==> src/common/data_modulator_pkg.sv <==
package data_modulator_pkg;

    // ========================================================
    // widths of the source buses
    localparam int MOD_IN_W = 14;
    localparam int CAR_IN_W = 8;

    // ========================================================
    // source codes
    localparam logic [3:0] MOD_SRC_SOFTWARE = 4'h1;
    localparam logic [3:0] MOD_SRC_LAST     = 4'hD;
    localparam logic [2:0] CAR_SEL_SYSCLK   = 3'h1;

    // ========================================================
    // configuration and its values after reset
    typedef struct packed {
        logic       enable;
        logic       outputInvert;
        logic       softwareBit;
        logic       highInvert;
        logic       highSync;
        logic       lowInvert;
        logic       lowSync;
        logic [3:0] modSel;
        logic [2:0] lowSel;
        logic [2:0] highSel;
    } config_t;

    localparam config_t CFG_RESET = '{
        enable:       1'b0,
        outputInvert: 1'b0,
        softwareBit:  1'b0,
        highInvert:   1'b0,
        highSync:     1'b0,
        lowInvert:    1'b0,
        lowSync:      1'b0,
        modSel:       4'h0,
        lowSel:       3'h0,
        highSel:      3'h0
    };

    localparam logic RST_PIN = 1'b0;

    // ========================================================
    // register window, kept for the bus that sits outside
    localparam logic [15:0] REG_FIRST = 16'h0F51;
    localparam int          REG_COUNT = 5;

    // ========================================================
    // which carrier is being mixed
    typedef enum logic [1:0] {
        LOW_ACTIVE     = 2'b00,
        HIGH_ACTIVE    = 2'b01,
        WAIT_HIGH_FALL = 2'b10,
        WAIT_LOW_FALL  = 2'b11
    } carrier_state_t;

endpackage : data_modulator_pkg

==> src/common/source_if.sv <==
`timescale 1ns/1ps
`default_nettype none

interface source_if;
    logic [3:0] modSel;
    logic [2:0] highSel;
    logic [2:0] lowSel;
    logic       swBit;
    logic       modSig;
    logic       highCar;
    logic       lowCar;

    modport selector (
        input  modSel, highSel, lowSel, swBit,
        output modSig, highCar, lowCar
    );

    modport mixer (
        output modSel, highSel, lowSel, swBit,
        input  modSig, highCar, lowCar
    );
endinterface : source_if

`default_nettype wire

==> src/verilog/data_modulator.sv <==
// Notes on behaviour
// output is carrier ANDed with modulator
// modulator high uses high carrier, low low
// disable keeps all source selections
// disabled module drives output pin low
// 4-bit modulator source select, 14-15 reserved
// 3-bit high carrier source select
// low carrier select uses same encoding
// synced switch waits for pulse to end
// separate sync enables per carrier
// per-carrier polarity inversion
// software bit can be modulator source
// output invert bit flips pin
// keeps running while sources keep running
// reset disables module, defaults everything
// power-down clears module to reset state
// sync waits for carrier falling edge
// status shows output; invert idles high
// five control registers at fixed addresses
// asynchronous sources tolerated
// sync only delays, never adds pulses
`timescale 1ns/1ps
`default_nettype none

module data_modulator (
    input  wire logic                                    clk,
    input  wire logic                                    reset,
    input  wire logic                                    modulePowerDown,
    input  wire logic                                    enable,
    input  wire logic                                    outputInvert,
    input  wire logic                                    softwareModulationBit,
    input  wire logic                                    highCarrierInvert,
    input  wire logic                                    highCarrierSyncEnable,
    input  wire logic                                    lowCarrierInvert,
    input  wire logic                                    lowCarrierSyncEnable,
    input  wire logic [3:0]                              modulatorSourceSelect,
    input  wire logic [2:0]                              highCarrierSelect,
    input  wire logic [2:0]                              lowCarrierSelect,
    input  wire logic [data_modulator_pkg::MOD_IN_W-1:0] modulatorInputs,
    input  wire logic [data_modulator_pkg::CAR_IN_W-1:0] carrierInputs,
    output var  logic                                    modulatedOutputPin,
    output var  logic                                    outputStatus
);

    data_modulator_pkg::config_t        cfg_q, cfg_d;
    data_modulator_pkg::carrier_state_t state_q, state_d;
    logic                               highPrev_q, highPrev_d;
    logic                               lowPrev_q, lowPrev_d;
    logic                               pin_q, pin_d;
    logic                               status_q, status_d;
    logic                               highC;
    logic                               lowC;
    logic                               highFall;
    logic                               lowFall;
    logic                               useHigh;
    logic                               mixed;

    source_if ifc ();

    // ========================================================
    // mixing: high carrier ANDed with the modulator,
    // low carrier ANDed with its complement
    function automatic logic mix(
        input logic selHigh,
        input logic high,
        input logic low
    );
        mix = (high & selHigh) | (low & ~selHigh);
    endfunction : mix

    // ========================================================
    // configuration
    // the settings are held here so that power-down can
    // return them to defaults; a disable leaves them alone
    always_comb
    begin
        cfg_d = data_modulator_pkg::CFG_RESET;
        if (!modulePowerDown)
        begin
            cfg_d.enable       = enable;
            cfg_d.outputInvert = outputInvert;
            cfg_d.softwareBit  = softwareModulationBit;
            cfg_d.highInvert   = highCarrierInvert;
            cfg_d.highSync     = highCarrierSyncEnable;
            cfg_d.lowInvert    = lowCarrierInvert;
            cfg_d.lowSync      = lowCarrierSyncEnable;
            cfg_d.modSel       = modulatorSourceSelect;
            cfg_d.highSel      = highCarrierSelect;
            cfg_d.lowSel       = lowCarrierSelect;
        end
    end

    always_ff @(posedge clk or posedge reset)
    begin
        if (reset)
            cfg_q <= data_modulator_pkg::CFG_RESET;
        else
            cfg_q <= cfg_d;
    end

    // ========================================================
    // source selection and synchronisation
    // sources cross in through two flops: output lags by
    // three cycles and carriers above clk/2 are not followed
    assign ifc.modSel  = cfg_q.modSel;
    assign ifc.highSel = cfg_q.highSel;
    assign ifc.lowSel  = cfg_q.lowSel;
    assign ifc.swBit   = cfg_q.softwareBit;

    source_select u_source_select (
        .clk             (clk),
        .reset           (reset),
        .clear           (modulePowerDown),
        .modulatorInputs (modulatorInputs),
        .carrierInputs   (carrierInputs),
        .sel             (ifc.selector)
    );

    assign highC    = ifc.highCar ^ cfg_q.highInvert;
    assign lowC     = ifc.lowCar ^ cfg_q.lowInvert;
    assign highFall = highPrev_q & ~highC;
    assign lowFall  = lowPrev_q & ~lowC;

    // ========================================================
    // carrier switching
    // a waiting state keeps the old carrier until its pulse
    // falls; the modulator only gets delayed, never changed
    always_comb
    begin
        state_d    = state_q;
        highPrev_d = highC;
        lowPrev_d  = lowC;
        if (!cfg_q.enable)
        begin
            state_d = ifc.modSig ? data_modulator_pkg::HIGH_ACTIVE
                                 : data_modulator_pkg::LOW_ACTIVE;
        end
        else
        begin
            unique case (state_q)
                data_modulator_pkg::LOW_ACTIVE:
                begin
                    if (ifc.modSig)
                    begin
                        if (cfg_q.lowSync && !lowFall)
                            state_d = data_modulator_pkg::WAIT_LOW_FALL;
                        else
                            state_d = data_modulator_pkg::HIGH_ACTIVE;
                    end
                end
                data_modulator_pkg::HIGH_ACTIVE:
                begin
                    if (!ifc.modSig)
                    begin
                        if (cfg_q.highSync && !highFall)
                            state_d = data_modulator_pkg::WAIT_HIGH_FALL;
                        else
                            state_d = data_modulator_pkg::LOW_ACTIVE;
                    end
                end
                data_modulator_pkg::WAIT_HIGH_FALL:
                begin
                    if (ifc.modSig)
                        state_d = data_modulator_pkg::HIGH_ACTIVE;
                    else if (highFall)
                        state_d = data_modulator_pkg::LOW_ACTIVE;
                end
                data_modulator_pkg::WAIT_LOW_FALL:
                begin
                    if (!ifc.modSig)
                        state_d = data_modulator_pkg::LOW_ACTIVE;
                    else if (lowFall)
                        state_d = data_modulator_pkg::HIGH_ACTIVE;
                end
            endcase
        end
    end

    always_ff @(posedge clk or posedge reset)
    begin
        if (reset)
        begin
            state_q    <= data_modulator_pkg::LOW_ACTIVE;
            highPrev_q <= 1'b0;
            lowPrev_q  <= 1'b0;
        end
        else
        begin
            state_q    <= state_d;
            highPrev_q <= highPrev_d;
            lowPrev_q  <= lowPrev_d;
        end
    end

    // ========================================================
    // output stage
    // no dependence on any sleep state: runs while clk runs
    always_comb
    begin
        useHigh = (state_d == data_modulator_pkg::HIGH_ACTIVE)
               || (state_d == data_modulator_pkg::WAIT_HIGH_FALL);
        mixed   = mix(useHigh, highC, lowC);
        if (cfg_q.enable)
            pin_d = mixed ^ cfg_q.outputInvert;
        else
            pin_d = data_modulator_pkg::RST_PIN;
        status_d = pin_d;
    end

    always_ff @(posedge clk or posedge reset)
    begin
        if (reset)
        begin
            pin_q    <= data_modulator_pkg::RST_PIN;
            status_q <= data_modulator_pkg::RST_PIN;
        end
        else
        begin
            pin_q    <= pin_d;
            status_q <= status_d;
        end
    end

    assign modulatedOutputPin = pin_q;
    assign outputStatus       = status_q;

    // ========================================================
    // checks
    property p_disabledLow;
        @(posedge clk) disable iff (reset)
        !cfg_q.enable |=> !modulatedOutputPin;
    endproperty
    a_disabledLow: assert property (p_disabledLow)
        else $error("pin not low while disabled");

    property p_powerDown;
        @(posedge clk) disable iff (reset)
        modulePowerDown |=> (cfg_q == data_modulator_pkg::CFG_RESET) ##1 !modulatedOutputPin;
    endproperty
    a_powerDown: assert property (p_powerDown)
        else $error("power-down did not clear module");

    property p_highWait;
        @(posedge clk) disable iff (reset)
        cfg_q.enable && state_q == data_modulator_pkg::HIGH_ACTIVE
        && !ifc.modSig && cfg_q.highSync && highC
        |=> state_q == data_modulator_pkg::WAIT_HIGH_FALL;
    endproperty
    a_highWait: assert property (p_highWait)
        else $error("high carrier cut without sync");

    property p_noSyncSwitch;
        @(posedge clk) disable iff (reset)
        cfg_q.enable && state_q == data_modulator_pkg::HIGH_ACTIVE
        && !ifc.modSig && !cfg_q.highSync
        |=> state_q == data_modulator_pkg::LOW_ACTIVE;
    endproperty
    a_noSyncSwitch: assert property (p_noSyncSwitch)
        else $error("unsynced switch delayed");

    property p_fallSwitch;
        @(posedge clk) disable iff (reset)
        cfg_q.enable && state_q == data_modulator_pkg::WAIT_HIGH_FALL
        && !ifc.modSig && highPrev_q && !highC
        |=> state_q == data_modulator_pkg::LOW_ACTIVE;
    endproperty
    a_fallSwitch: assert property (p_fallSwitch)
        else $error("no switch on falling edge");

    property p_abortWait;
        @(posedge clk) disable iff (reset)
        cfg_q.enable && state_q == data_modulator_pkg::WAIT_HIGH_FALL && ifc.modSig
        |=> state_q == data_modulator_pkg::HIGH_ACTIVE;
    endproperty
    a_abortWait: assert property (p_abortWait)
        else $error("wait not abandoned");

    property p_lowPath;
        @(posedge clk) disable iff (reset)
        cfg_q.enable && !cfg_q.outputInvert && !ifc.modSig
        && state_q == data_modulator_pkg::LOW_ACTIVE
        |=> modulatedOutputPin == $past(lowC);
    endproperty
    a_lowPath: assert property (p_lowPath)
        else $error("low carrier not on pin");

    property p_idleHigh;
        @(posedge clk) disable iff (reset)
        cfg_q.enable && cfg_q.outputInvert && !ifc.modSig && !lowC
        && state_q == data_modulator_pkg::LOW_ACTIVE
        |=> modulatedOutputPin;
    endproperty
    a_idleHigh: assert property (p_idleHigh)
        else $error("inverted idle not high");

    property p_status;
        @(posedge clk) disable iff (reset)
        outputStatus == modulatedOutputPin;
    endproperty
    a_status: assert property (p_status)
        else $error("status differs from pin");

    property p_coverHighWait;
        @(posedge clk) disable iff (reset)
        state_q == data_modulator_pkg::WAIT_HIGH_FALL ##1
        state_q == data_modulator_pkg::LOW_ACTIVE;
    endproperty
    c_coverHighWait: cover property (p_coverHighWait);

    property p_coverLowWait;
        @(posedge clk) disable iff (reset)
        state_q == data_modulator_pkg::WAIT_LOW_FALL ##1
        state_q == data_modulator_pkg::HIGH_ACTIVE;
    endproperty
    c_coverLowWait: cover property (p_coverLowWait);

    property p_coverPulse;
        @(posedge clk) disable iff (reset)
        cfg_q.enable && modulatedOutputPin ##1 !modulatedOutputPin;
    endproperty
    c_coverPulse: cover property (p_coverPulse);

endmodule : data_modulator

`default_nettype wire

==> src/verilog/source_select.sv <==
`timescale 1ns/1ps
`default_nettype none

module source_select (
    input  wire logic                                 clk,
    input  wire logic                                 reset,
    input  wire logic                                 clear,
    input  wire logic [data_modulator_pkg::MOD_IN_W-1:0] modulatorInputs,
    input  wire logic [data_modulator_pkg::CAR_IN_W-1:0] carrierInputs,
    source_if.selector                                sel
);

    logic [data_modulator_pkg::MOD_IN_W-1:0] modMeta_q, modMeta_d;
    logic [data_modulator_pkg::MOD_IN_W-1:0] modSync_q, modSync_d;
    logic [data_modulator_pkg::CAR_IN_W-1:0] carMeta_q, carMeta_d;
    logic [data_modulator_pkg::CAR_IN_W-1:0] carSync_q, carSync_d;
    logic                                    sysTog_q,  sysTog_d;
    logic [data_modulator_pkg::MOD_IN_W-1:0] modPick;
    logic [data_modulator_pkg::CAR_IN_W-1:0] carPick;

    // ========================================================
    // two-stage synchronisers, cleared while powered down
    always_comb
    begin
        modMeta_d = clear ? '0 : modulatorInputs;
        modSync_d = clear ? '0 : modMeta_q;
        carMeta_d = clear ? '0 : carrierInputs;
        carSync_d = clear ? '0 : carMeta_q;
        // system clock carrier seen at half rate: a flop cannot sample its own clock
        sysTog_d  = clear ? 1'b0 : ~sysTog_q;
    end

    always_ff @(posedge clk or posedge reset)
    begin
        if (reset)
        begin
            modMeta_q <= '0;
            modSync_q <= '0;
            carMeta_q <= '0;
            carSync_q <= '0;
            sysTog_q  <= 1'b0;
        end
        else
        begin
            modMeta_q <= modMeta_d;
            modSync_q <= modSync_d;
            carMeta_q <= carMeta_d;
            carSync_q <= carSync_d;
            sysTog_q  <= sysTog_d;
        end
    end

    // ========================================================
    // source muxes
    always_comb
    begin
        modPick    = modSync_q;
        modPick[1] = sel.swBit;
        carPick    = carSync_q;
        carPick[data_modulator_pkg::CAR_SEL_SYSCLK] = sysTog_q;
        // reserved modulator codes give a constant low
        if (sel.modSel > data_modulator_pkg::MOD_SRC_LAST)
            sel.modSig = 1'b0;
        else
            sel.modSig = modPick[sel.modSel];
        sel.highCar = carPick[sel.highSel];
        sel.lowCar  = carPick[sel.lowSel];
    end

    // ========================================================
    // checks
    property p_swBit;
        @(posedge clk) disable iff (reset)
        sel.modSel == data_modulator_pkg::MOD_SRC_SOFTWARE |-> sel.modSig == sel.swBit;
    endproperty
    a_swBit: assert property (p_swBit)
        else $error("software bit not used as modulator");

endmodule : source_select

`default_nettype wire

==> config.mk <==
export PLATFORM = sky130hd
export DESIGN_NAME = data_modulator
export DESIGN_NICKNAME = d
export VERILOG_FILES = /design/src/common/data_modulator_pkg.sv /design/src/common/source_if.sv /design/src/verilog/data_modulator.sv /design/src/verilog/source_select.sv
export SDC_FILE = /design/constraint.sdc
export NUM_CORES = 1
export LEC_CHECK = 0
export BUFFER_PORTS_ARGS = -buffer_cell sky130_fd_sc_hd__buf_2
export CAP_MARGIN = 20
export CORE_UTILIZATION = 30
export CTS_CLUSTER_DIAMETER = 60
export DETAILED_ROUTE_END_ITERATION = 12
export GPL_TIMING_DRIVEN = 1
export SYNTH_ARGS = -nofsm -noshare
export SYNTH_HDL_FRONTEND = slang
export SYNTH_SLANG_ARGS = --single-unit
==> constraint.sdc <==
create_clock -name clk -period 2.3 [get_ports clk]
set_input_delay 0.115 -clock clk [delete_from_list [all_inputs] [get_ports clk]]
set_output_delay 0.115 -clock clk [all_outputs]
set_load 0.01 [all_outputs]
# Word-level counts from Yosys, hierarchy flattened
# Index checks and enable logic that the tools add are counted.
[classes]
n_lt_le_gt_ge = 4
eq_ne = 5
mux = 25
bitwise_logic = 12
reduce_logical = 6
[ops]
columns = ["operator", "count"]
rows = [
  ["$mux W14", 2],
  ["$mux W2", 9],
  ["$mux W17", 1],
  ["$mux W8", 2],
  ["$lt A3 B4 Y1 const B", 2],
  ["$pmux W2 S4", 1],
  ["$mux W1", 7],
  ["$bmux W1 S3", 2],
  ["$eq A2 B2 Y1 const B", 3],
  ["$lt A4 B5 Y1 const B", 1],
  ["$and A1 B1 Y1", 4],
  ["$bmux W1 S4", 1],
  ["$eq A2 B1 Y1 const B", 2],
  ["$gt A4 B4 Y1 const B", 1],
  ["$not A1 Y1", 4],
  ["$xor A1 B1 Y1", 3],
  ["$logic_and A1 B1 Y1", 2],
  ["$logic_not A1 Y1", 2],
  ["$logic_not A2 Y1", 1],
  ["$logic_or A1 B1 Y1", 1],
  ["$or A1 B1 Y1", 1],
]
[word_totals]
regBits = 67
output_inout_bits = 2

# Depth between registers and ports, before layout
[logic_depth]
word_depth = 18
ltp_mapped = 5

# Hierarchy
# From an unflattened synthesis, not the netlist that was laid out.
[unflattened]
hier_cells = 169
hier_area_um2 = 2377.3
[modules_own_cells]
columns = ["module", "n_inst", "cells_per_inst", "area_each_um2"]
rows = [
  ["source_select", 1, 104, 1540.2],
  ["data_modulator", 1, 65, 837.1],
]

# Least setup slack after synthesis
# OpenSTA, ideal clock, no wires.
[synth_timing]
path_type = "register to register"
start = "reg cfg_q (netlist bit ifc.lowSel[1])"
end = "reg status_q, in the netlist outputStatus"
setup_time_ns = 0.090
t_arrival_ns = 2.005
required_ns = 2.210
setup_slack_ns = 0.205
path_stages_with_launch = 6
n_path_buf = 0
synth_period_minus_slack_ns = 2.095
path_cell_list = "dfrtp_1 -> mux4_1 -> mux2i_4 -> mux2_2 -> or4b_1 -> o2111ai_1"
[synth_between]
elab_chain_cells = 18
[synth_lines]
columns = ["item", "line_no", "text"]
rows = [
  ["from (decl)", "data_modulator.sv:45", "data_modulator_pkg::config_t cfg_q, cfg_d;"],
  ["from (signal assigned)", "data_modulator.sv:96", "cfg_q <= data_modulator_pkg::CFG_RESET;"],
  ["from (signal assigned)", "data_modulator.sv:98", "cfg_q <= cfg_d;"],
  ["$bmux W1 S3 (*)", "source_select.sv:67", "sel.lowCar = carPick[sel.lowSel];"],
  ["$mux W1 (implied by the code) (*)", "source_select.sv:67", ""],
  ["$xor A1 B1 Y1 (*)", "data_modulator.sv:120", "assign lowC = ifc.lowCar ^ cfg_q.lowInvert;"],
  ["$not A1 Y1", "data_modulator.sv:122", "assign lowFall = lowPrev_q & ~lowC;"],
  ["$and A1 B1 Y1", "data_modulator.sv:122", ""],
  ["$logic_not A1 Y1", "data_modulator.sv:145", "if (cfg_q.lowSync && !lowFall)"],
  ["$logic_and A1 B1 Y1", "data_modulator.sv:145", ""],
  ["$mux W2", "data_modulator.sv:145", ""],
  ["[3 not listed]", "n/a", ""],
  ["$eq A2 B1 Y1 or $eq A2 B2 Y1 (tied branches)", "data_modulator.sv:200, data_modulator.sv:201", ""],
  ["$logic_or A1 B1 Y1", "data_modulator.sv:201", "|| (state_d == data_modulator_pkg::WAIT_HIGH_FALL);"],
  ["$not A1 Y1", "data_modulator.sv:68", "mix = (high & selHigh) | (low & ~selHigh);"],
  ["$and A1 B1 Y1", "data_modulator.sv:68", ""],
  ["$or A1 B1 Y1 (*)", "data_modulator.sv:68", ""],
  ["$xor A1 B1 Y1 (*)", "data_modulator.sv:204", "pin_d = mixed ^ cfg_q.outputInvert;"],
  ["$mux W1 (*)", "data_modulator.sv:203", "if (cfg_q.enable)"],
  ["net pin_d", "data_modulator.sv:49", "logic pin_q, pin_d;"],
  ["to (signal assigned)", "data_modulator.sv:215", "status_q <= data_modulator_pkg::RST_PIN;"],
  ["to (signal assigned)", "data_modulator.sv:220", "status_q <= status_d;"],
  ["to (decl)", "data_modulator.sv:50", "logic status_q, status_d;"],
]
# Mark *: on every way through the listed nets, which the timed path passes. The rest lies on a longest branch. The select of a mux whose other input is x is not followed.

# Worst setup path after layout
[layout_timing]
start = "reg cfg_q (netlist bit ifc.highSel[0])"
end = "reg status_q, in the netlist outputStatus"
[layout_between]
elab_chain_cells = 18
[layout_lines]
columns = ["item", "line_no", "text"]
rows = [
  ["$bmux W1 S3 (*)", "source_select.sv:66", "sel.highCar = carPick[sel.highSel];"],
  ["$mux W1 (implied by the code) (*)", "source_select.sv:66", ""],
  ["$xor A1 B1 Y1 (*)", "data_modulator.sv:119", "assign highC = ifc.highCar ^ cfg_q.highInvert;"],
  ["$not A1 Y1", "data_modulator.sv:121", "assign highFall = highPrev_q & ~highC;"],
  ["$and A1 B1 Y1", "data_modulator.sv:121", ""],
  ["$logic_not A1 Y1", "data_modulator.sv:155", "if (cfg_q.highSync && !highFall)"],
  ["$logic_and A1 B1 Y1", "data_modulator.sv:155", ""],
  ["$mux W2", "data_modulator.sv:155", ""],
  ["[3 not listed]", "n/a", ""],
  ["$eq A2 B1 Y1 or $eq A2 B2 Y1 (tied branches)", "data_modulator.sv:200, data_modulator.sv:201", ""],
  ["$logic_or A1 B1 Y1", "data_modulator.sv:201", ""],
  ["$not A1 Y1", "data_modulator.sv:68", ""],
  ["$and A1 B1 Y1", "data_modulator.sv:68", ""],
  ["$or A1 B1 Y1 (*)", "data_modulator.sv:68", ""],
  ["$xor A1 B1 Y1 (*)", "data_modulator.sv:204", ""],
  ["$mux W1 (*)", "data_modulator.sv:203", ""],
  ["net pin_d", "data_modulator.sv:49", ""],
]
# Marked as above.

==> summary.log <==
INFO  run_status     status=completed
INFO  worst_setup_path timing.critical_path.max_delay_family=multiplexers
INFO  layout         area.growth.synth_to_final=31.3%
INFO  sta            grt_setup_unrepaired=false
INFO  worst_setup_path critPathKind=reg2reg
INFO  sta            final-hold-violation-count=0
INFO  floorplanning  design.core.area=0.00789sqmm
INFO  clock_network  tritoncts_clock_tree=done
INFO  worst_setup_path cp_slowest_cell=sky130_fd_sc_hd__mux4_1
INFO  logic_synthesis yosys_warnings=0
INFO  worst_setup_path timing.critical_path.slowest_cell_delay=0.60ns
INFO  logic_synthesis seq_cells_post_synth=63
INFO  sta            tightest_slew=0.479ns
INFO  pwr            worst_ir_drop_vdd=392uV
INFO  logic_synthesis synth_xor_xnor_area_share=1.00%
INFO  clock_network  max-clock-path-buffers=2
INFO  logic_synthesis synth_largest_area_cell=sky130_fd_sc_hd__dfrtp_1
INFO  logic_synthesis synth_fa_ha_area_share=0%
INFO  pwr            power.density_cell_area=753mW/mm^2
INFO  worst_setup_path timing.critical_path.required=2.54ns
INFO  logic_synthesis asyncSetResetFlopFracSynth=100%
INFO  sta            timing.setup.tns=0ns
INFO  sta            finalClockSkew=0.00828ns
INFO  floorplanning  placement_rows=32
INFO  logic_synthesis synth.top_cell.area_share=63.3%
INFO  sta            fmax=460MHz
INFO  clock_network  clk_pin_slew_worst_paths=0.06ns
INFO  clock_network  cts.root.buffer_cell=sky130_fd_sc_hd__clkbuf_8
INFO  sta            post-route-worst-setup-slack=0.125ns
INFO  placement      numPortBuffers=41
INFO  clock_network  h-tree-depth=3
INFO  sta            final_max_slew_viol_count=0
INFO  logic_synthesis compound_gate_portion_of_the_synthesized_area=4.22%
INFO  layout         post_route_cells_drive_above_1_share=27.5%
INFO  detailed_routing via_count=1529
INFO  logic_synthesis synthFlopType=sky130_fd_sc_hd__dfrtp_1
INFO  layout         finish.net_count=295
INFO  detailed_routing remaining_drc_errors=0
INFO  sta            post-route-min-period=2.17ns
INFO  logic_synthesis edff_count_synth=0
INFO  worst_setup_path cp_num_buf_inv=0
INFO  worst_setup_path worst_ep_arrival_time=2.42ns
INFO  layout         seqCellArea=0.00158sqmm
INFO  clock_network  cts-buffers-inserted=9
INFO  floorplanning  boundaryPins=44
INFO  grt            grt_pass1_vias=1523
INFO  logic_synthesis synth.cell_area=0.00249sqmm
INFO  clock_network  postCtsSetupRepairBufs=0
INFO  layout         antennaDiodeCount=0
INFO  logic_synthesis synth.cells.most_frequent=sky130_fd_sc_hd__dfrtp_1, sky130_fd_sc_hd__nor2b_1, sky130_fd_sc_hd__clkbuf_1, sky130_fd_sc_hd__mux4_1
INFO  grt            global_route.overflow_total=0
INFO  logic_synthesis seq_area_frac_synth=63.3%
INFO  grt            grt_start_max_net_pins=24
INFO  flow_run       maxCapViolCount=0
INFO  placement      place_ws=0.102ns
INFO  pwr            total_leakage_power=1.54nW
INFO  placement      place.gp.congestion=0.734
INFO  placement      hpwl_reported_at_the_end_of_detailed_placement=2.88mm
INFO  sta            setup_viol=0
INFO  worst_setup_path series_of_cell_instances_along_the_critical_path=mux4_1, mux2i_4, mux2_2, a2111o_1, o2111ai_1
INFO  worst_setup_path cp-end-kind=register
INFO  detailed_routing wl_final=4.16mm
INFO  layout         fill_cell_count=754
INFO  logic_synthesis synth_top_cells_by_area=sky130_fd_sc_hd__dfrtp_1, sky130_fd_sc_hd__nor2b_1, sky130_fd_sc_hd__mux4_1
INFO  detailed_routing viasPerCell=4.25
INFO  detailed_routing drtAntennaViolNets=0
INFO  grt            number_of_antenna_violations_at_the_first_check_in_global_routing=0
INFO  logic_synthesis synth_top_family_by_area=simple AND/OR/NAND/NOR gates
INFO  floorplanning  dieHeight=93.1microns
INFO  logic_synthesis synth_most_common_cell=sky130_fd_sc_hd__dfrtp_1
INFO  worst_setup_path setup.worst_path.start_class=register
INFO  clock_network  cts_sinks=63
INFO  detailed_routing drtPass1Iterations=4
INFO  logic_synthesis yosys.area_share.simple=19.1%
INFO  grt            grt_pass1_wl=7.11mm
INFO  worst_hold_path hold_path.class=in2reg
INFO  logic_synthesis synth_mux_area_share=10.4%
INFO  clock_network  clock_insertion_delay_worst_skew=0.33ns
INFO  detailed_routing avgRoutedWirePerCell=11.6microns
INFO  logic_synthesis synth_nets=223
INFO  floorplanning  die_area=0.00867sqmm
INFO  sta            timing.max_slew.rel_slack=68.0%
INFO  sta            final.period_utilization=94.5%
INFO  floorplanning  initial_utilization=31.6%
INFO  logic_synthesis postSynthAreaPerCell=13.8squm
INFO  floorplanning  die_w=93.1microns
INFO  detailed_routing detailedRoute.firstIterationViolations=46
INFO  worst_setup_path critical_path.max_fanout=4
INFO  layout         multi_input_area=858squm
INFO  logic_synthesis synth_cell_types=28
INFO  logic_synthesis syn_inst=181
INFO  grt            track_usage=11.1%
## cell type report
class / instances / area share (%)
inverters: 5 / 0.574
multi-input cells: 106 / 26.2
clock buffers: 13 / 4.86
clock inverters: 3 / 1.99
flip-flops and latches: 63 / 48.2
repair buffers: 68 / 14.2
well taps: 102 / 3.90
## cell usage in the layout, fill, tap and decap left out, types with 2 or more instances in the layout
master	instances
sky130_fd_sc_hd__dfrtp_1	63
sky130_fd_sc_hd__nor2b_1	59
sky130_fd_sc_hd__buf_2	41
sky130_fd_sc_hd__dlygate4sd3_1	23
sky130_fd_sc_hd__clkbuf_8	11
sky130_fd_sc_hd__nand2_1	5
sky130_fd_sc_hd__a21oi_1	5
sky130_fd_sc_hd__mux4_1	4
sky130_fd_sc_hd__inv_1	4
sky130_fd_sc_hd__buf_4	4
sky130_fd_sc_hd__mux4_2	3
sky130_fd_sc_hd__nand2b_1	3
sky130_fd_sc_hd__mux2_2	3
sky130_fd_sc_hd__nor3_1	3
sky130_fd_sc_hd__mux2i_4	2
sky130_fd_sc_hd__nor2_1	2
sky130_fd_sc_hd__o2111ai_1	2
sky130_fd_sc_hd__o31ai_1	2
sky130_fd_sc_hd__a21boi_0	2
sky130_fd_sc_hd__clkbuf_1	2
sky130_fd_sc_hd__bufinv_16	2
## cell families after synthesis
group	count (synthesis)
buf+inv	12
mux	12
simple gates	78
compound gates	14
flops	63
xor+xnor	2
## routing by layer
metal / GRT usage [%] / up-vias / share of wire [%]
li1: - / 747 / -
met1: 12.5 / 740 / 42
met2: 18.9 / 34 / 53
met3: 3.90 / 8 / 4.1
met4: 5.00 / 0 / 1.2
met5: 0 / - / 0
## report_power, final
group,switching (mW),total (mW),internal (mW)
combinational,0.0933,0.214,0.121
clock,0.387,1.06,0.669
sequential,0.0279,1.19,1.16
total,0.508,2.46,1.95
## flip-flops by register name, summed over array words and instances (netlist names), 2 cells and up
signal,cells
cfg_q,6
ifc.highSel,3
ifc.lowSel,3
ifc.modSel,4
state_q,2
u_source_select.carMeta_q,7
u_source_select.carSync_q,7
u_source_select.modMeta_q,13
u_source_select.modSync_q,13
## repair_timing
action                     CTS  global route
resized for setup            0             2
setup endpoints to repair    0             1
hold buffers                23             0
hold endpoints to repair    43             0
## through the flow
step                      hold WS [ns]  area (sq um)  cells  power, mW  util [%]
final                           0.0189          3270    360       2.46      41.5
after global routing            0.0136          3270    360       2.57      41.5
after detailed placement         0.170          2820    321       1.40      35.8
after CTS                      0.00418          3280    360       2.50      41.6
after floorplan                  0.253          2490    181       1.33         -
after global placement           0.170          2820    321       1.40      35.8
## worst reg2reg max path, delay by kind of cell (launching register included)
kind | cells | cell delay, ns
AO/OA/AOI/OAI | 2 | 0.49
flip-flops | 1 | 0.38
multiplexers | 3 | 1.23
## path summary, 6_finish.rpt
path | slack, ns | cells past startpoint | to | from
hold / removal | 0.02 | 2 | u_source_select.carMeta_q[6] | carrierInputs[6]
setup reg to reg | 0.13 | 5 | outputStatus | ifc.highSel[0]
max in group asynchronous | 1.27 | 4 | u_source_select.modSync_q[6] | reset
setup / recovery | 0.13 | 5 | outputStatus | ifc.highSel[0]
hold reg to reg | 0.46 | 1 | u_source_select.modSync_q[5] | u_source_select.modMeta_q[5]
min in group asynchronous | 0.35 | 3 | cfg_q[11] | reset
(Power assumes the default switching activity.)
